[src/rtl/pic_pkg.sv]
package pic_pkg;

   // ----------------------------------------------------------------
   // target address
   // ----------------------------------------------------------------
   localparam logic [4:0]  PIC_ADDR_PREFIX = 5'h0B;       // fixed upper address bits 01011

   // ----------------------------------------------------------------
   // register offsets inside a page
   // ----------------------------------------------------------------
   localparam logic [7:0]  PIC_PAGE_OFS    = 8'h00;       // page selector, every page
   localparam logic [7:0]  PIC_BOOK_OFS    = 8'h7F;       // book selector, page zero only
   localparam logic [7:0]  PIC_MOD_OFS     = 8'h02;       // modulation control, book 0 page 0
   localparam logic [7:0]  PIC_VOL_OFS     = 8'h24;       // first byte of volume word
   localparam logic [7:0]  PIC_VOL_BOOK    = 8'h8C;       // host-memory book
   localparam logic [7:0]  PIC_VOL_PAGE    = 8'h2A;       // host-memory page of volume

   // ----------------------------------------------------------------
   // reset values
   // ----------------------------------------------------------------
   localparam logic [7:0]  PIC_PAGE_RESET  = 8'h00;       // page zero after reset
   localparam logic [7:0]  PIC_BOOK_RESET  = 8'h00;       // book zero after reset
   localparam logic [7:0]  PIC_MOD_RESET   = 8'h00;       // 768 kHz, in-phase two-level
   localparam logic [31:0] PIC_VOL_RESET   = 32'h0080_0000; // unity gain

   // ----------------------------------------------------------------
   // bus framing
   // ----------------------------------------------------------------
   localparam logic [3:0]  PIC_BYTE_BITS   = 4'h8;        // bits in one byte

   // bus events seen on the two lines, one cycle each, plus the data line level
   typedef struct packed {
      logic sclRise;                                      // clock line went high
      logic sclFall;                                      // clock line went low
      logic start;                                        // data fell while clock high
      logic stop;                                         // data rose while clock high
      logic sda;                                          // data line level
   } pic_bus_ev_t;

   // target state
   typedef enum logic [3:0] {
      PIC_IDLE     = 4'b0000,
      PIC_ADDR     = 4'b0001,
      PIC_ADDR_ACK = 4'b0010,
      PIC_SUB      = 4'b0011,
      PIC_SUB_ACK  = 4'b0100,
      PIC_WDATA    = 4'b0101,
      PIC_WDAT_ACK = 4'b0110,
      PIC_RDATA    = 4'b0111,
      PIC_RACK     = 4'b1000
   } pic_state_t;

endpackage : pic_pkg

[src/rtl/pic_i2c_port.sv]
`timescale 1ns/1ps
// How it works
// - target for 100k and 400k transfers
// - offset zero write selects the page
// - address upper five bits are 01011
// - strap code gives two low address bits
// - subaddress and writes use direction zero
// - ack address, subaddress and every written data byte
// - store byte, then subaddress plus one
// - first read byte from loaded subaddress
// - acked read byte advances subaddress by one
// - offset 7F on page zero selects book
// - book0 page0 offset 2 sets modulation
// - volume word at 0x24, book 8C page 2A
module pic_i2c_port
   import pic_pkg::*;
(
   input  wire logic        ref_clk,      // 100 MHz system clock
   input  wire logic        rst_b,        // async reset, low active
   input  wire logic        scl,          // bus clock line
   input  wire logic        sdaIn,        // bus data line level
   output logic             sdaOut,       // data drive level, always low
   output logic             sdaOe,        // high while pulling data low
   input  wire logic [1:0]  adrStrap,     // decoded strap resistor code
   output logic [7:0]       bookSel,      // active book
   output logic [7:0]       pageSel,      // active page
   output logic [7:0]       modCtrl,      // modulation control byte
   output logic [31:0]      volWord,      // digital volume word
   output logic [23:0]      memAddr,      // book, page, subaddress
   output logic [7:0]       memWdata,     // write data to memory
   output logic             memWr,        // one-cycle memory write
   input  wire logic [7:0]  memRdata      // memory byte at memAddr
);

   // ----------------------------------------------------------------
   // reset synchroniser
   // ----------------------------------------------------------------
   logic rstMeta_q;                       // first stage
   logic rstSync_q;                       // released reset for the design

   always_ff @(posedge ref_clk or negedge rst_b) begin
      if (!rst_b) begin
         rstMeta_q <= 1'b0;
         rstSync_q <= 1'b0;
      end else begin
         rstMeta_q <= 1'b1;
         rstSync_q <= rstMeta_q;
      end
   end

   // ----------------------------------------------------------------
   // line events
   // ----------------------------------------------------------------
   pic_bus_ev_t ev;                       // edges and conditions

   pic_line_sampler uSampler (
      .ref_clk   (ref_clk),
      .rstSync_b (rstSync_q),
      .scl       (scl),
      .sdaIn     (sdaIn),
      .busEv     (ev)
   );

   // ----------------------------------------------------------------
   // state
   // ----------------------------------------------------------------
   pic_state_t  state_q, state_d;         // protocol state
   logic [3:0]  bitCnt_q, bitCnt_d;       // bits moved in this byte
   logic [7:0]  shift_q, shift_d;         // byte shifter, both ways
   logic [7:0]  sub_q, sub_d;             // subaddress
   logic [7:0]  page_q, page_d;           // page selection
   logic [7:0]  book_q, book_d;           // book selection
   logic [7:0]  mod_q, mod_d;             // modulation byte
   logic [31:0] vol_q, vol_d;             // volume word
   logic        oe_q, oe_d;               // data line pull
   logic        mack_q, mack_d;           // host acked last read byte
   logic        wrPulse;                  // write strobe this cycle
   logic [6:0]  devAddr_q;                // own address
   logic        strapDone_q;              // strap captured

   // ----------------------------------------------------------------
   // strap capture after reset release
   // ----------------------------------------------------------------
   always_ff @(posedge ref_clk or negedge rstSync_q) begin
      if (!rstSync_q) begin
         devAddr_q   <= 7'h00;
         strapDone_q <= 1'b0;
      end else if (!strapDone_q) begin
         devAddr_q   <= {PIC_ADDR_PREFIX, adrStrap};
         strapDone_q <= 1'b1;
      end
   end

   // ----------------------------------------------------------------
   // decode
   // ----------------------------------------------------------------
   wire       byteDone  = (bitCnt_q == PIC_BYTE_BITS);
   wire       addrHit   = (shift_q[7:1] == devAddr_q) && strapDone_q;
   wire       rdDir     = shift_q[0];
   wire       hitPage   = (sub_q == PIC_PAGE_OFS);
   wire       hitBook   = (sub_q == PIC_BOOK_OFS) && (page_q == 8'h00);
   wire       hitMod    = (sub_q == PIC_MOD_OFS) && (page_q == 8'h00) && (book_q == 8'h00);
   wire       volPage   = (book_q == PIC_VOL_BOOK) && (page_q == PIC_VOL_PAGE);
   wire [7:0] volIdx    = sub_q - PIC_VOL_OFS;
   wire       hitVol    = volPage && (sub_q >= PIC_VOL_OFS) && (volIdx < 8'h04);
   wire [1:0] volLane   = 2'h3 - volIdx[1:0];                         // first byte is MSB
   wire [7:0] volByte   = vol_q[{volLane, 3'b000} +: 8];
   wire [7:0] readByte  = hitPage ? page_q :
                          hitBook ? book_q :
                          hitMod  ? mod_q  :
                          hitVol  ? volByte : memRdata;

   // ----------------------------------------------------------------
   // next-state logic
   // ----------------------------------------------------------------
   always_comb begin
      state_d  = state_q;
      bitCnt_d = bitCnt_q;
      shift_d  = shift_q;
      sub_d    = sub_q;
      page_d   = page_q;
      book_d   = book_q;
      mod_d    = mod_q;
      vol_d    = vol_q;
      oe_d     = oe_q;
      mack_d   = mack_q;
      wrPulse  = 1'b0;
      if (ev.start) begin
         // start or repeated start, sub kept for reads
         state_d  = PIC_ADDR;
         bitCnt_d = 4'h0;
         oe_d     = 1'b0;
      end else if (ev.stop) begin
         state_d  = PIC_IDLE;
         oe_d     = 1'b0;
      end else begin
         case (state_q)
            PIC_IDLE: begin
               oe_d = 1'b0;
            end
            PIC_ADDR, PIC_SUB, PIC_WDATA: begin
               if (ev.sclRise && !byteDone) begin
                  shift_d  = {shift_q[6:0], ev.sda};
                  bitCnt_d = bitCnt_q + 4'h1;
               end else if (ev.sclFall && byteDone) begin
                  bitCnt_d = 4'h0;
                  oe_d     = 1'b1;
                  if (state_q == PIC_ADDR) begin
                     state_d = addrHit ? PIC_ADDR_ACK : PIC_IDLE;
                     oe_d    = addrHit;
                  end else if (state_q == PIC_SUB) begin
                     state_d = PIC_SUB_ACK;
                     sub_d   = shift_q;
                  end else begin
                     // store at sub, then advance
                     state_d = PIC_WDAT_ACK;
                     wrPulse = 1'b1;
                     sub_d   = sub_q + 8'h01;
                     if (hitPage) page_d = shift_q;
                     if (hitBook) book_d = shift_q;
                     if (hitMod)  mod_d  = shift_q;
                     if (hitVol)  vol_d[{volLane, 3'b000} +: 8] = shift_q;
                  end
               end
            end
            PIC_ADDR_ACK: begin
               if (ev.sclFall) begin
                  if (rdDir) begin
                     state_d  = PIC_RDATA;
                     shift_d  = readByte;
                     oe_d     = ~readByte[7];
                     bitCnt_d = 4'h1;
                  end else begin
                     state_d  = PIC_SUB;
                     oe_d     = 1'b0;
                  end
               end
            end
            PIC_SUB_ACK, PIC_WDAT_ACK: begin
               if (ev.sclFall) begin
                  state_d = PIC_WDATA;
                  oe_d    = 1'b0;
               end
            end
            PIC_RDATA: begin
               if (ev.sclFall) begin
                  if (byteDone) begin
                     state_d = PIC_RACK;
                     oe_d    = 1'b0;
                  end else begin
                     shift_d  = {shift_q[6:0], 1'b0};
                     oe_d     = ~shift_q[6];
                     bitCnt_d = bitCnt_q + 4'h1;
                  end
               end
            end
            PIC_RACK: begin
               if (ev.sclRise) begin
                  mack_d = ~ev.sda;
                  if (!ev.sda) sub_d = sub_q + 8'h01;
               end else if (ev.sclFall) begin
                  if (mack_q) begin
                     state_d  = PIC_RDATA;
                     shift_d  = readByte;
                     oe_d     = ~readByte[7];
                     bitCnt_d = 4'h1;
                  end else begin
                     state_d  = PIC_IDLE;
                  end
               end
            end
            default: begin
               state_d = PIC_IDLE;
               oe_d    = 1'b0;
            end
         endcase
      end
   end

   // ----------------------------------------------------------------
   // protocol flip-flops
   // ----------------------------------------------------------------
   always_ff @(posedge ref_clk or negedge rstSync_q) begin
      if (!rstSync_q) begin
         state_q  <= PIC_IDLE;
         bitCnt_q <= 4'h0;
         shift_q  <= 8'h00;
         sub_q    <= 8'h00;
         oe_q     <= 1'b0;
         mack_q   <= 1'b0;
      end else begin
         state_q  <= state_d;
         bitCnt_q <= bitCnt_d;
         shift_q  <= shift_d;
         sub_q    <= sub_d;
         oe_q     <= oe_d;
         mack_q   <= mack_d;
      end
   end

   // ----------------------------------------------------------------
   // selection and control registers, memory strobe
   // ----------------------------------------------------------------
   always_ff @(posedge ref_clk or negedge rstSync_q) begin
      if (!rstSync_q) begin
         page_q   <= PIC_PAGE_RESET;
         book_q   <= PIC_BOOK_RESET;
         mod_q    <= PIC_MOD_RESET;
         vol_q    <= PIC_VOL_RESET;
         memAddr  <= 24'h000000;
         memWdata <= 8'h00;
         memWr    <= 1'b0;
      end else begin
         page_q   <= page_d;
         book_q   <= book_d;
         mod_q    <= mod_d;
         vol_q    <= vol_d;
         memAddr  <= {book_q, page_q, sub_q};
         memWdata <= wrPulse ? shift_q : memWdata;
         memWr    <= wrPulse;
      end
   end

   // ----------------------------------------------------------------
   // outputs straight from flops, data drive level tied low
   // ----------------------------------------------------------------
   assign sdaOut  = 1'b0;
   assign sdaOe   = oe_q;
   assign bookSel = book_q;
   assign pageSel = page_q;
   assign modCtrl = mod_q;
   assign volWord = vol_q;

   // ----------------------------------------------------------------
   // checks
   // ----------------------------------------------------------------
   wire wrDone = (state_q == PIC_WDATA) && ev.sclFall && byteDone && !ev.start && !ev.stop;

   pageWrite_a: assert property (@(posedge ref_clk) disable iff (!rstSync_q)
      wrDone && hitPage |=> page_q == $past(shift_q))
      else $error("page write not taken");
   bookWrite_a: assert property (@(posedge ref_clk) disable iff (!rstSync_q)
      wrDone && (sub_q == PIC_BOOK_OFS) |=> book_q == ($past(page_q) == 8'h00 ?
         $past(shift_q) : $past(book_q)))
      else $error("book write wrong");
   addrMiss_a: assert property (@(posedge ref_clk) disable iff (!rstSync_q)
      (state_q == PIC_ADDR) && ev.sclFall && byteDone && !addrHit && !ev.start && !ev.stop
      |=> (state_q == PIC_IDLE && !sdaOe) [*3])
      else $error("foreign address answered");
   ackHeld_a: assert property (@(posedge ref_clk) disable iff (!rstSync_q)
      $rose(state_q == PIC_SUB_ACK) |-> sdaOe throughout (state_q == PIC_SUB_ACK) [*2])
      else $error("ack not driven");
   subInc_a: assert property (@(posedge ref_clk) disable iff (!rstSync_q)
      wrDone |=> sub_q == $past(sub_q) + 8'h01 && memWr && memWdata == $past(shift_q))
      else $error("write did not advance or strobe");
   readLoad_a: assert property (@(posedge ref_clk) disable iff (!rstSync_q)
      (state_q == PIC_ADDR_ACK) && rdDir && ev.sclFall && !ev.start && !ev.stop
      |=> state_q == PIC_RDATA && shift_q == $past(readByte) && sdaOe == !shift_q[7])
      else $error("read byte not loaded");
   readInc_a: assert property (@(posedge ref_clk) disable iff (!rstSync_q)
      (state_q == PIC_RACK) && ev.sclRise && !ev.sda && !ev.start && !ev.stop
      |=> sub_q == $past(sub_q) + 8'h01 && mack_q)
      else $error("acked read did not advance");
   modWrite_a: assert property (@(posedge ref_clk) disable iff (!rstSync_q)
      wrDone && hitMod |=> modCtrl == $past(shift_q))
      else $error("modulation byte not stored");
   volWrite_a: assert property (@(posedge ref_clk) disable iff (!rstSync_q)
      wrDone && volPage && (sub_q == PIC_VOL_OFS) |=> volWord[31:24] == $past(shift_q))
      else $error("volume top byte not stored");
   ownAddr_a: assert property (@(posedge ref_clk) disable iff (!rstSync_q)
      strapDone_q && $past(strapDone_q) |-> devAddr_q[6:2] == PIC_ADDR_PREFIX &&
         $stable(devAddr_q))
      else $error("own address changed");

endmodule : pic_i2c_port

[src/rtl/pic_line_sampler.sv]
`timescale 1ns/1ps
module pic_line_sampler
   import pic_pkg::*;
(
   input  wire logic        ref_clk,      // system clock
   input  wire logic        rstSync_b,    // synchronised reset, low active
   input  wire logic        scl,          // bus clock line level
   input  wire logic        sdaIn,        // bus data line level
   output pic_bus_ev_t      busEv         // decoded bus events
);

   // ----------------------------------------------------------------
   // previous line levels
   // ----------------------------------------------------------------
   logic sclPrev_q;                       // clock line one cycle ago
   logic sdaPrev_q;                       // data line one cycle ago

   // lines idle high, so reset to high
   always_ff @(posedge ref_clk or negedge rstSync_b) begin
      if (!rstSync_b) begin
         sclPrev_q <= 1'b1;
         sdaPrev_q <= 1'b1;
      end else begin
         sclPrev_q <= scl;
         sdaPrev_q <= sdaIn;
      end
   end

   // ----------------------------------------------------------------
   // edge and condition decode
   // ----------------------------------------------------------------
   assign busEv.sclRise = scl & ~sclPrev_q;
   assign busEv.sclFall = ~scl & sclPrev_q;
   assign busEv.start   = scl & sclPrev_q & sdaPrev_q & ~sdaIn;
   assign busEv.stop    = scl & sclPrev_q & ~sdaPrev_q & sdaIn;
   assign busEv.sda     = sdaIn;

endmodule : pic_line_sampler

[config.mk]
export PLATFORM = sky130hd
export DESIGN_NAME = pic_i2c_port
export DESIGN_NICKNAME = d
export VERILOG_FILES = /design/src/rtl/pic_pkg.sv /design/src/rtl/pic_i2c_port.sv /design/src/rtl/pic_line_sampler.sv
export SDC_FILE = /design/constraint.sdc
export NUM_CORES = 1
export LEC_CHECK = 0
export ABC_AREA = 1
export BUFFER_PORTS_ARGS = -buffer_cell sky130_fd_sc_hd__buf_2
export CAP_MARGIN = 30
export CORE_ASPECT_RATIO = 1.2
export CORE_UTILIZATION = 45
export DETAILED_ROUTE_END_ITERATION = 16
export PLACE_DENSITY = 0.66
export SYNTH_ARGS = -nofsm -noshare
export SYNTH_HDL_FRONTEND = slang
export SYNTH_HIERARCHICAL = 1
export SYNTH_SLANG_ARGS = --single-unit
[constraint.sdc]
create_clock -name ref_clk -period 8.4 [get_ports ref_clk]
set_input_delay 0 -clock ref_clk [delete_from_list [all_inputs] [get_ports ref_clk]]
set_output_delay 0 -clock ref_clk [all_outputs]
set_load 0.02 [all_outputs]
Word level (Yosys, flattened, before mapping):

Index checks and enable logic that the tools add are counted.

* $lt $le $gt $ge: 2
* mux-type cells: 70
* bitwise logic cells: 18
* equal/unequal tests: 46
* shift operators: 3
* reductions and logical operators: 30
* add/sub/neg operators: 5

Operators by type and width (number)
* two-way mux 8 bit: 18
* two-way mux 4 bit: 21
* AND reduction 8 bit: 6
* != test 4 bit (second input constant): 10
* bitwise mux 32 bit: 1
* case mux 8 bit (4 select lines): 1
* variable shift 8 x 7 -> 32 bit (first input constant): 1
* indexed part select 32 x 6 -> 8 bit: 1
* indexed part select 8 x 7 -> 32 bit: 1
* != test 2 bit (second input constant): 13
* logical NOT 8 bit: 3
* != test 3 bit (second input constant): 8
* case mux 4 bit (6 select lines): 1
* two-way mux 1 bit: 20
* AND reduction 10 bit: 2
* equality test 4 x 3 -> 1 bit (second input constant): 4
* case mux 4 bit (4 select lines): 1
* case mux 8 bit (2 select lines): 1
* inverter 1 bit: 11
* AND reduction 11 bit: 1
* logical AND 1 bit: 9
* two-way mux 3 bit: 3
* AND reduction 9 bit: 1
* adder 8 x 1 -> 8 bit (second input constant): 1
* other kinds (26): 35

* register bits after elaboration: 123
* bits of input ports: 14
* output and inout bits: 91
* word-level logic and storage cells: 194

Depth between registers and ports, before layout:

* depth in word-level cells: 15
* gate-level depth with buffers: 15
* depth with buffers taken out: 14

By module:

The synthesis kept the hierarchy.

Modules (own cells, without submodules)
* pic_i2c_port: times used 1, area each 6238.5 um^2, cells an instance 782, sequential area each 3029.2 um^2
* pic_line_sampler: times used 1, area each 101.3 um^2, cells an instance 14, sequential area each 52.6 um^2

Worst setup path after synthesis:

Ideal clock, no wire load.

* path kind: flip-flop to flip-flop
* start point: reg sub_q[0]
* end point: reg mod_q[6] (netlist: modCtrl[6])
* data arrival time: 2166 ps
* stages on the path, launching flop included: 13
* required time: 8281 ps
* library setup time: 119 ps
* path buffers: 4
* slack: 6114 ps
* cell sequence: dfrtp_1 -> buf_2 -> inv_1 -> clkbuf_1 -> ha_1 -> nand3_1 -> nor2_1 -> nand4_1 -> or2_1 -> buf_6 -> buf_12 -> nand2_2 -> o21ai_2

* word-level cells in the longest chain between the ends: 4

RTL lines
* start, declared: line pic_i2c_port.sv:70 `logic [7:0] sub_q, sub_d;`
* start signal, assigned: line pic_i2c_port.sv:235 `sub_q <= sub_d;`
* equality test 8 x 2 -> 1 bit: line pic_i2c_port.sv:102 `wire hitMod = (sub_q == PIC_MOD_OFS) && (page_q == 8'h00) && (book_q == 8'h00);`
* logical AND 1 bit (2 in series): line pic_i2c_port.sv:102
* AND reduction 8 bit (no source line)
* end signal, assigned: line pic_i2c_port.sv:256 `mod_q <= mod_d;`
* end, declared: line pic_i2c_port.sv:73 `logic [7:0] mod_q, mod_d;`

Every way passes these cells.
A chain may end at the register's enable or synchronous reset.

Final worst setup path:

* start point: reg sub_q[1]
* end point: reg vol_q[20] (netlist: volWord[20])

* word-level cells in the longest chain between the ends: 5
* elaborated cells on any way between the ends: 11

RTL lines
* subtractor 8 x 6 -> 8 bit: line pic_i2c_port.sv:104 `wire [7:0] volIdx = sub_q - PIC_VOL_OFS;`
* subtractor 2 bit: line pic_i2c_port.sv:106 `wire [1:0] volLane = 2'h3 - volIdx[1:0];`
* negation 5 -> 7 bit: line pic_i2c_port.sv:162 `if (hitVol) vol_d[{volLane, 3'b000} +: 8] = shift_q;`
* indexed part select 8 x 7 -> 32 bit or variable shift 8 x 7 -> 32 bit (tied branches): line pic_i2c_port.sv:162
* bitwise mux 32 bit: line pic_i2c_port.sv:162
* end signal, assigned: line pic_i2c_port.sv:257 `vol_q <= vol_d;`
* end, declared: line pic_i2c_port.sv:74 `logic [31:0] vol_q, vol_d;`

Parallel ways exist; a longest one is shown, timed or not.

==> summary.txt <==
Global route
  • All-Layer GR Usage: between 20% and 30%
  • Vias in the first global route: 5333
  • Remaining Overflow, GRT: 0
  • Largest net degree at the start of global routing: 70
  • Met3 GRT Util: around 5.6%
  • Initial antenna violation count: 0
  • Global-route wire length before repair: about 28000 um
  • Met1 usage in global routing: around a third
  • Layer with the highest usage: met2
  • GRT met2 Usage: between 40% and 50%

Critical path
  • Max incr delay on CP: 0.66 ns
  • WP buf/inv: 2
  • Most common cell on crit path: clkinv_1
  • Crit path max fanout: 15
  • Critical path class: reg -> reg
  • Crit path capture type: flip-flop
  • CP delay by family, top: buffers and inverters
  • Crit-path cells: clkinv_1 > ha_1 > clkinv_1 > nor2_1 > nand3_1 > o21ai_1
  • Critical path startpoint category: flip-flop
  • Worst EP arrival: between 3 and 4 ns
  • WP data required: 8.75 ns
  • Highest-delay cell along the critical path: dfrtp_1

Flow run
  • Max cap viols: 0

Yosys
  • Syn_area_per_cell: 7.96 um^2
  • Seq cells post-synth: around 120
  • Synth Cell Area: roughly 6300 um^2
  • Post-synth top area cell: dfrtp_1
  • Post-synth EDFFs: 0
  • YS warnings: 6
  • Post-synth top flop: dfrtp_1
  • Sequential share of the synthesized area: roughly half
  • Async SR Flop Fraction: 100%
  • Post-synthesis cell type count: 45
  • Top cells by area, synth: dfrtp_1 (47%), nand2_1 (11%), nor2_1 (5.6%)
  • Synth top area share: 47.4%
  • Syn Inst Count: 796

Timing
  • Final setup vio count: 0
  • RSZ-0062 raised after global routing: false
  • Final worst path period need: roughly 2.8 ns
  • Final Cycle Share: 33.7%
  • Tightest Pin Transition: between 0.8 and 0.9 ns
  • Slew Viols, Final: 0
  • TNS Setup: 0 ns
  • Max frequency: approximately 0.35 GHz
  • Rel. slew slack: about 43%
  • Layout Skew: approximately 0.0073 ns
  • Hold Violations, Final: 0

Finish
  • Area Overhead vs Synth: 18.2%
  • Layout cells sized above 1: between 15 and 20%
  • Finished Cell Area: roughly 7500 um^2
  • Fill cells: around 1300
  • N_diodes: 0
  • Final nets: between 900 and 1000
  • Area of the multi-input gates: about 2700 um^2
  • Sequential cell area: ~3100 um^2
  • Post-route core utilization: between 50% and 60%

Floorplan
  • Core ar.: between 10000 and 15000 um^2
  • Die Ht: approximately 130 um
  • Starting Density: a little under half
  • Boundary Pins: about 110
  • Die Area: about 15000 um^2
  • Std-Cell Rows: 47
  • Die width: approximately 110 um

Drt
  • Via-per-instance ratio: between 5 and 6
  • DRT antenna net count: 0
  • Initial DRT Pass Iterations: 6
  • Routed wire length per instance: approximately 16 um
  • Drt drc: 0
  • Initial drt markers: 430
  • Vias: between 5000 and 6000
  • WL final: approximately 18000 um

Place
  • DP HPWL: about 13000 um
  • PortBufs: 103
  • Placement Cell Area: 6880 um^2
  • Final GP Congestion: approximately 0.95

Clock tree
  • Num CTS Buffers: 17
  • H-tree depth: 4
  • CTS resizes: 0
  • CTS tree: yes
  • CTS Buffer Depth: 2
  • CTS clk-pin slew, worst paths: around 0.06 ns
  • Clock root buffer: clkbuf_16
  • Worst skew pair latency: about 0.43 ns
  • Clock sinks: 123

Run status
  • Status: finished, final reports clean

Hold path
  • Type of the most critical hold path: in -> reg

Power
  • Leakage Power: between 3 and 4 nW
  • Cell Pwr Density: 267 nW/um^2
  • Total power: about 2 mW
  • Max rail drop VDD: about 0.00018 V
==> per-layer routing <==
metal,share of wire [%],vias to the layer above
met4,2.3,0
met2,48,180
met3,5.3,29
met5,0,-
li1,-,2790
met1,44,2712
==> power by group <==
part	switching, mW	internal [mW]
combinational	0.379	0.160
clock	0.281	0.407
sequential	0.121	0.653
total	0.781	1.22
==> state kept, by name, summed over array words and instances, names as in the netlist <==
| register | count |
|---|---|
| volWord | 32 |
| memAddr | 24 |
| bookSel | 8 |
| memWdata | 8 |
| modCtrl | 8 |
| pageSel | 8 |
| shift_q | 8 |
| sub_q | 8 |
| bitCnt_q | 4 |
| state_q | 4 |
| devAddr_q | 3 |
| mack_q | 1 |
| memWr | 1 |
| rstMeta_q | 1 |
| rstSync_q | 1 |
| sdaOe | 1 |
| strapDone_q | 1 |
| uSampler/sclPrev_q | 1 |
| uSampler/sdaPrev_q | 1 |
==> kinds of logic after synthesis <==
logic type	after synthesis	synth area share (%)
and+or+nand+nor	386	26.9
other	2	0.118
DFF	123	48.6
buffers and inverters	120	8.82
adders and majority gates	7	1.38
AOI/OAI and AO/OA	153	13.4
xor gates and xnor gates	5	0.691
==> stage by stage <==
step | hold slack, ns | std cells | worst slack (ns)
floorplan | -0.296 | 797 | 4.72
global placement | -0.214 | 1044 | 5.76
detailed placement | -0.212 | 1044 | 5.67
CTS | 0.0574 | 1082 | 5.64
global route | 0.0960 | 1082 | 5.36
finish | 0.0662 | 1082 | 5.57
==> cell usage after synthesis (all sizes together), types with 4 or more instances <==
| master | count |
|---|---|
| ha | 7 |
| dfrtp | 120 |
| a21oi | 27 |
| buf | 19 |
| nand2 | 190 |
| nand4 | 17 |
| nor3 | 5 |
| o211ai | 4 |
| nand3 | 69 |
| inv | 87 |
| clkbuf | 11 |
| o21ai | 112 |
| nor2 | 100 |
==> what timing repair did <==
action	4_1_cts	5_1_grt
hold endpoints to repair	8	0
setup buffers	0	0
hold buffers	6	0
==> worst paths after layout <==
kind,cells after the start,from,slack [ns],to
min in group asynchronous,3,rst_b,0.41,rstSync_q
min,7,memRdata[3],0.07,shift_q[3]
max in group asynchronous,1,rstSync_q,6.79,volWord[31]
max,6,sub_q[1],5.57,volWord[20]
max reg2reg,6,sub_q[1],5.57,volWord[20]
min reg2reg,0,rstMeta_q,0.36,rstSync_q
==> layout make-up <==
type                            count  share of cell area (%)
Timing Repair Buffer              112                    7.98
Multi-Input combinational cell    554                    36.1
Clock inverter                     13                    1.60
Sequential cell                   123                    41.2
Tap cell                          171                    2.86
Clock buffer                       19                    5.78
Inverter                           90                    4.51
==> cells in the final DEF, fill, tap and decap left out, types with 4 or more instances in the layout <==
cell type | netlist | layout
o21ai_0 | 70 | 70
dlygate4sd3_1 | 0 | 6
clkinv_4 | 0 | 4
o21ai_1 | 33 | 33
nand3_1 | 68 | 68
nand4_1 | 17 | 17
inv_1 | 82 | 82
buf_2 | 7 | 103
clkbuf_16 | 0 | 17
dfrtp_1 | 120 | 119
nand2_2 | 9 | 9
nor3_1 | 4 | 4
nand2_1 | 180 | 180
a21oi_1 | 25 | 25
nor2_4 | 4 | 4
nor2_1 | 94 | 94
inv_2 | 5 | 5
o21ai_2 | 8 | 8
o211ai_1 | 4 | 4
ha_1 | 7 | 7
==> worst register-to-register path: cells and delay by family, from the launching register on <==
family / cells / cell delay (ns)
buffers and inverters: 2 / 0.71
DFF: 1 / 0.66
adders and majority gates: 1 / 0.61
and+or+nand+nor: 2 / 0.61
AOI/OAI and AO/OA: 1 / 0.16
(Power assumes the default switching activity.)
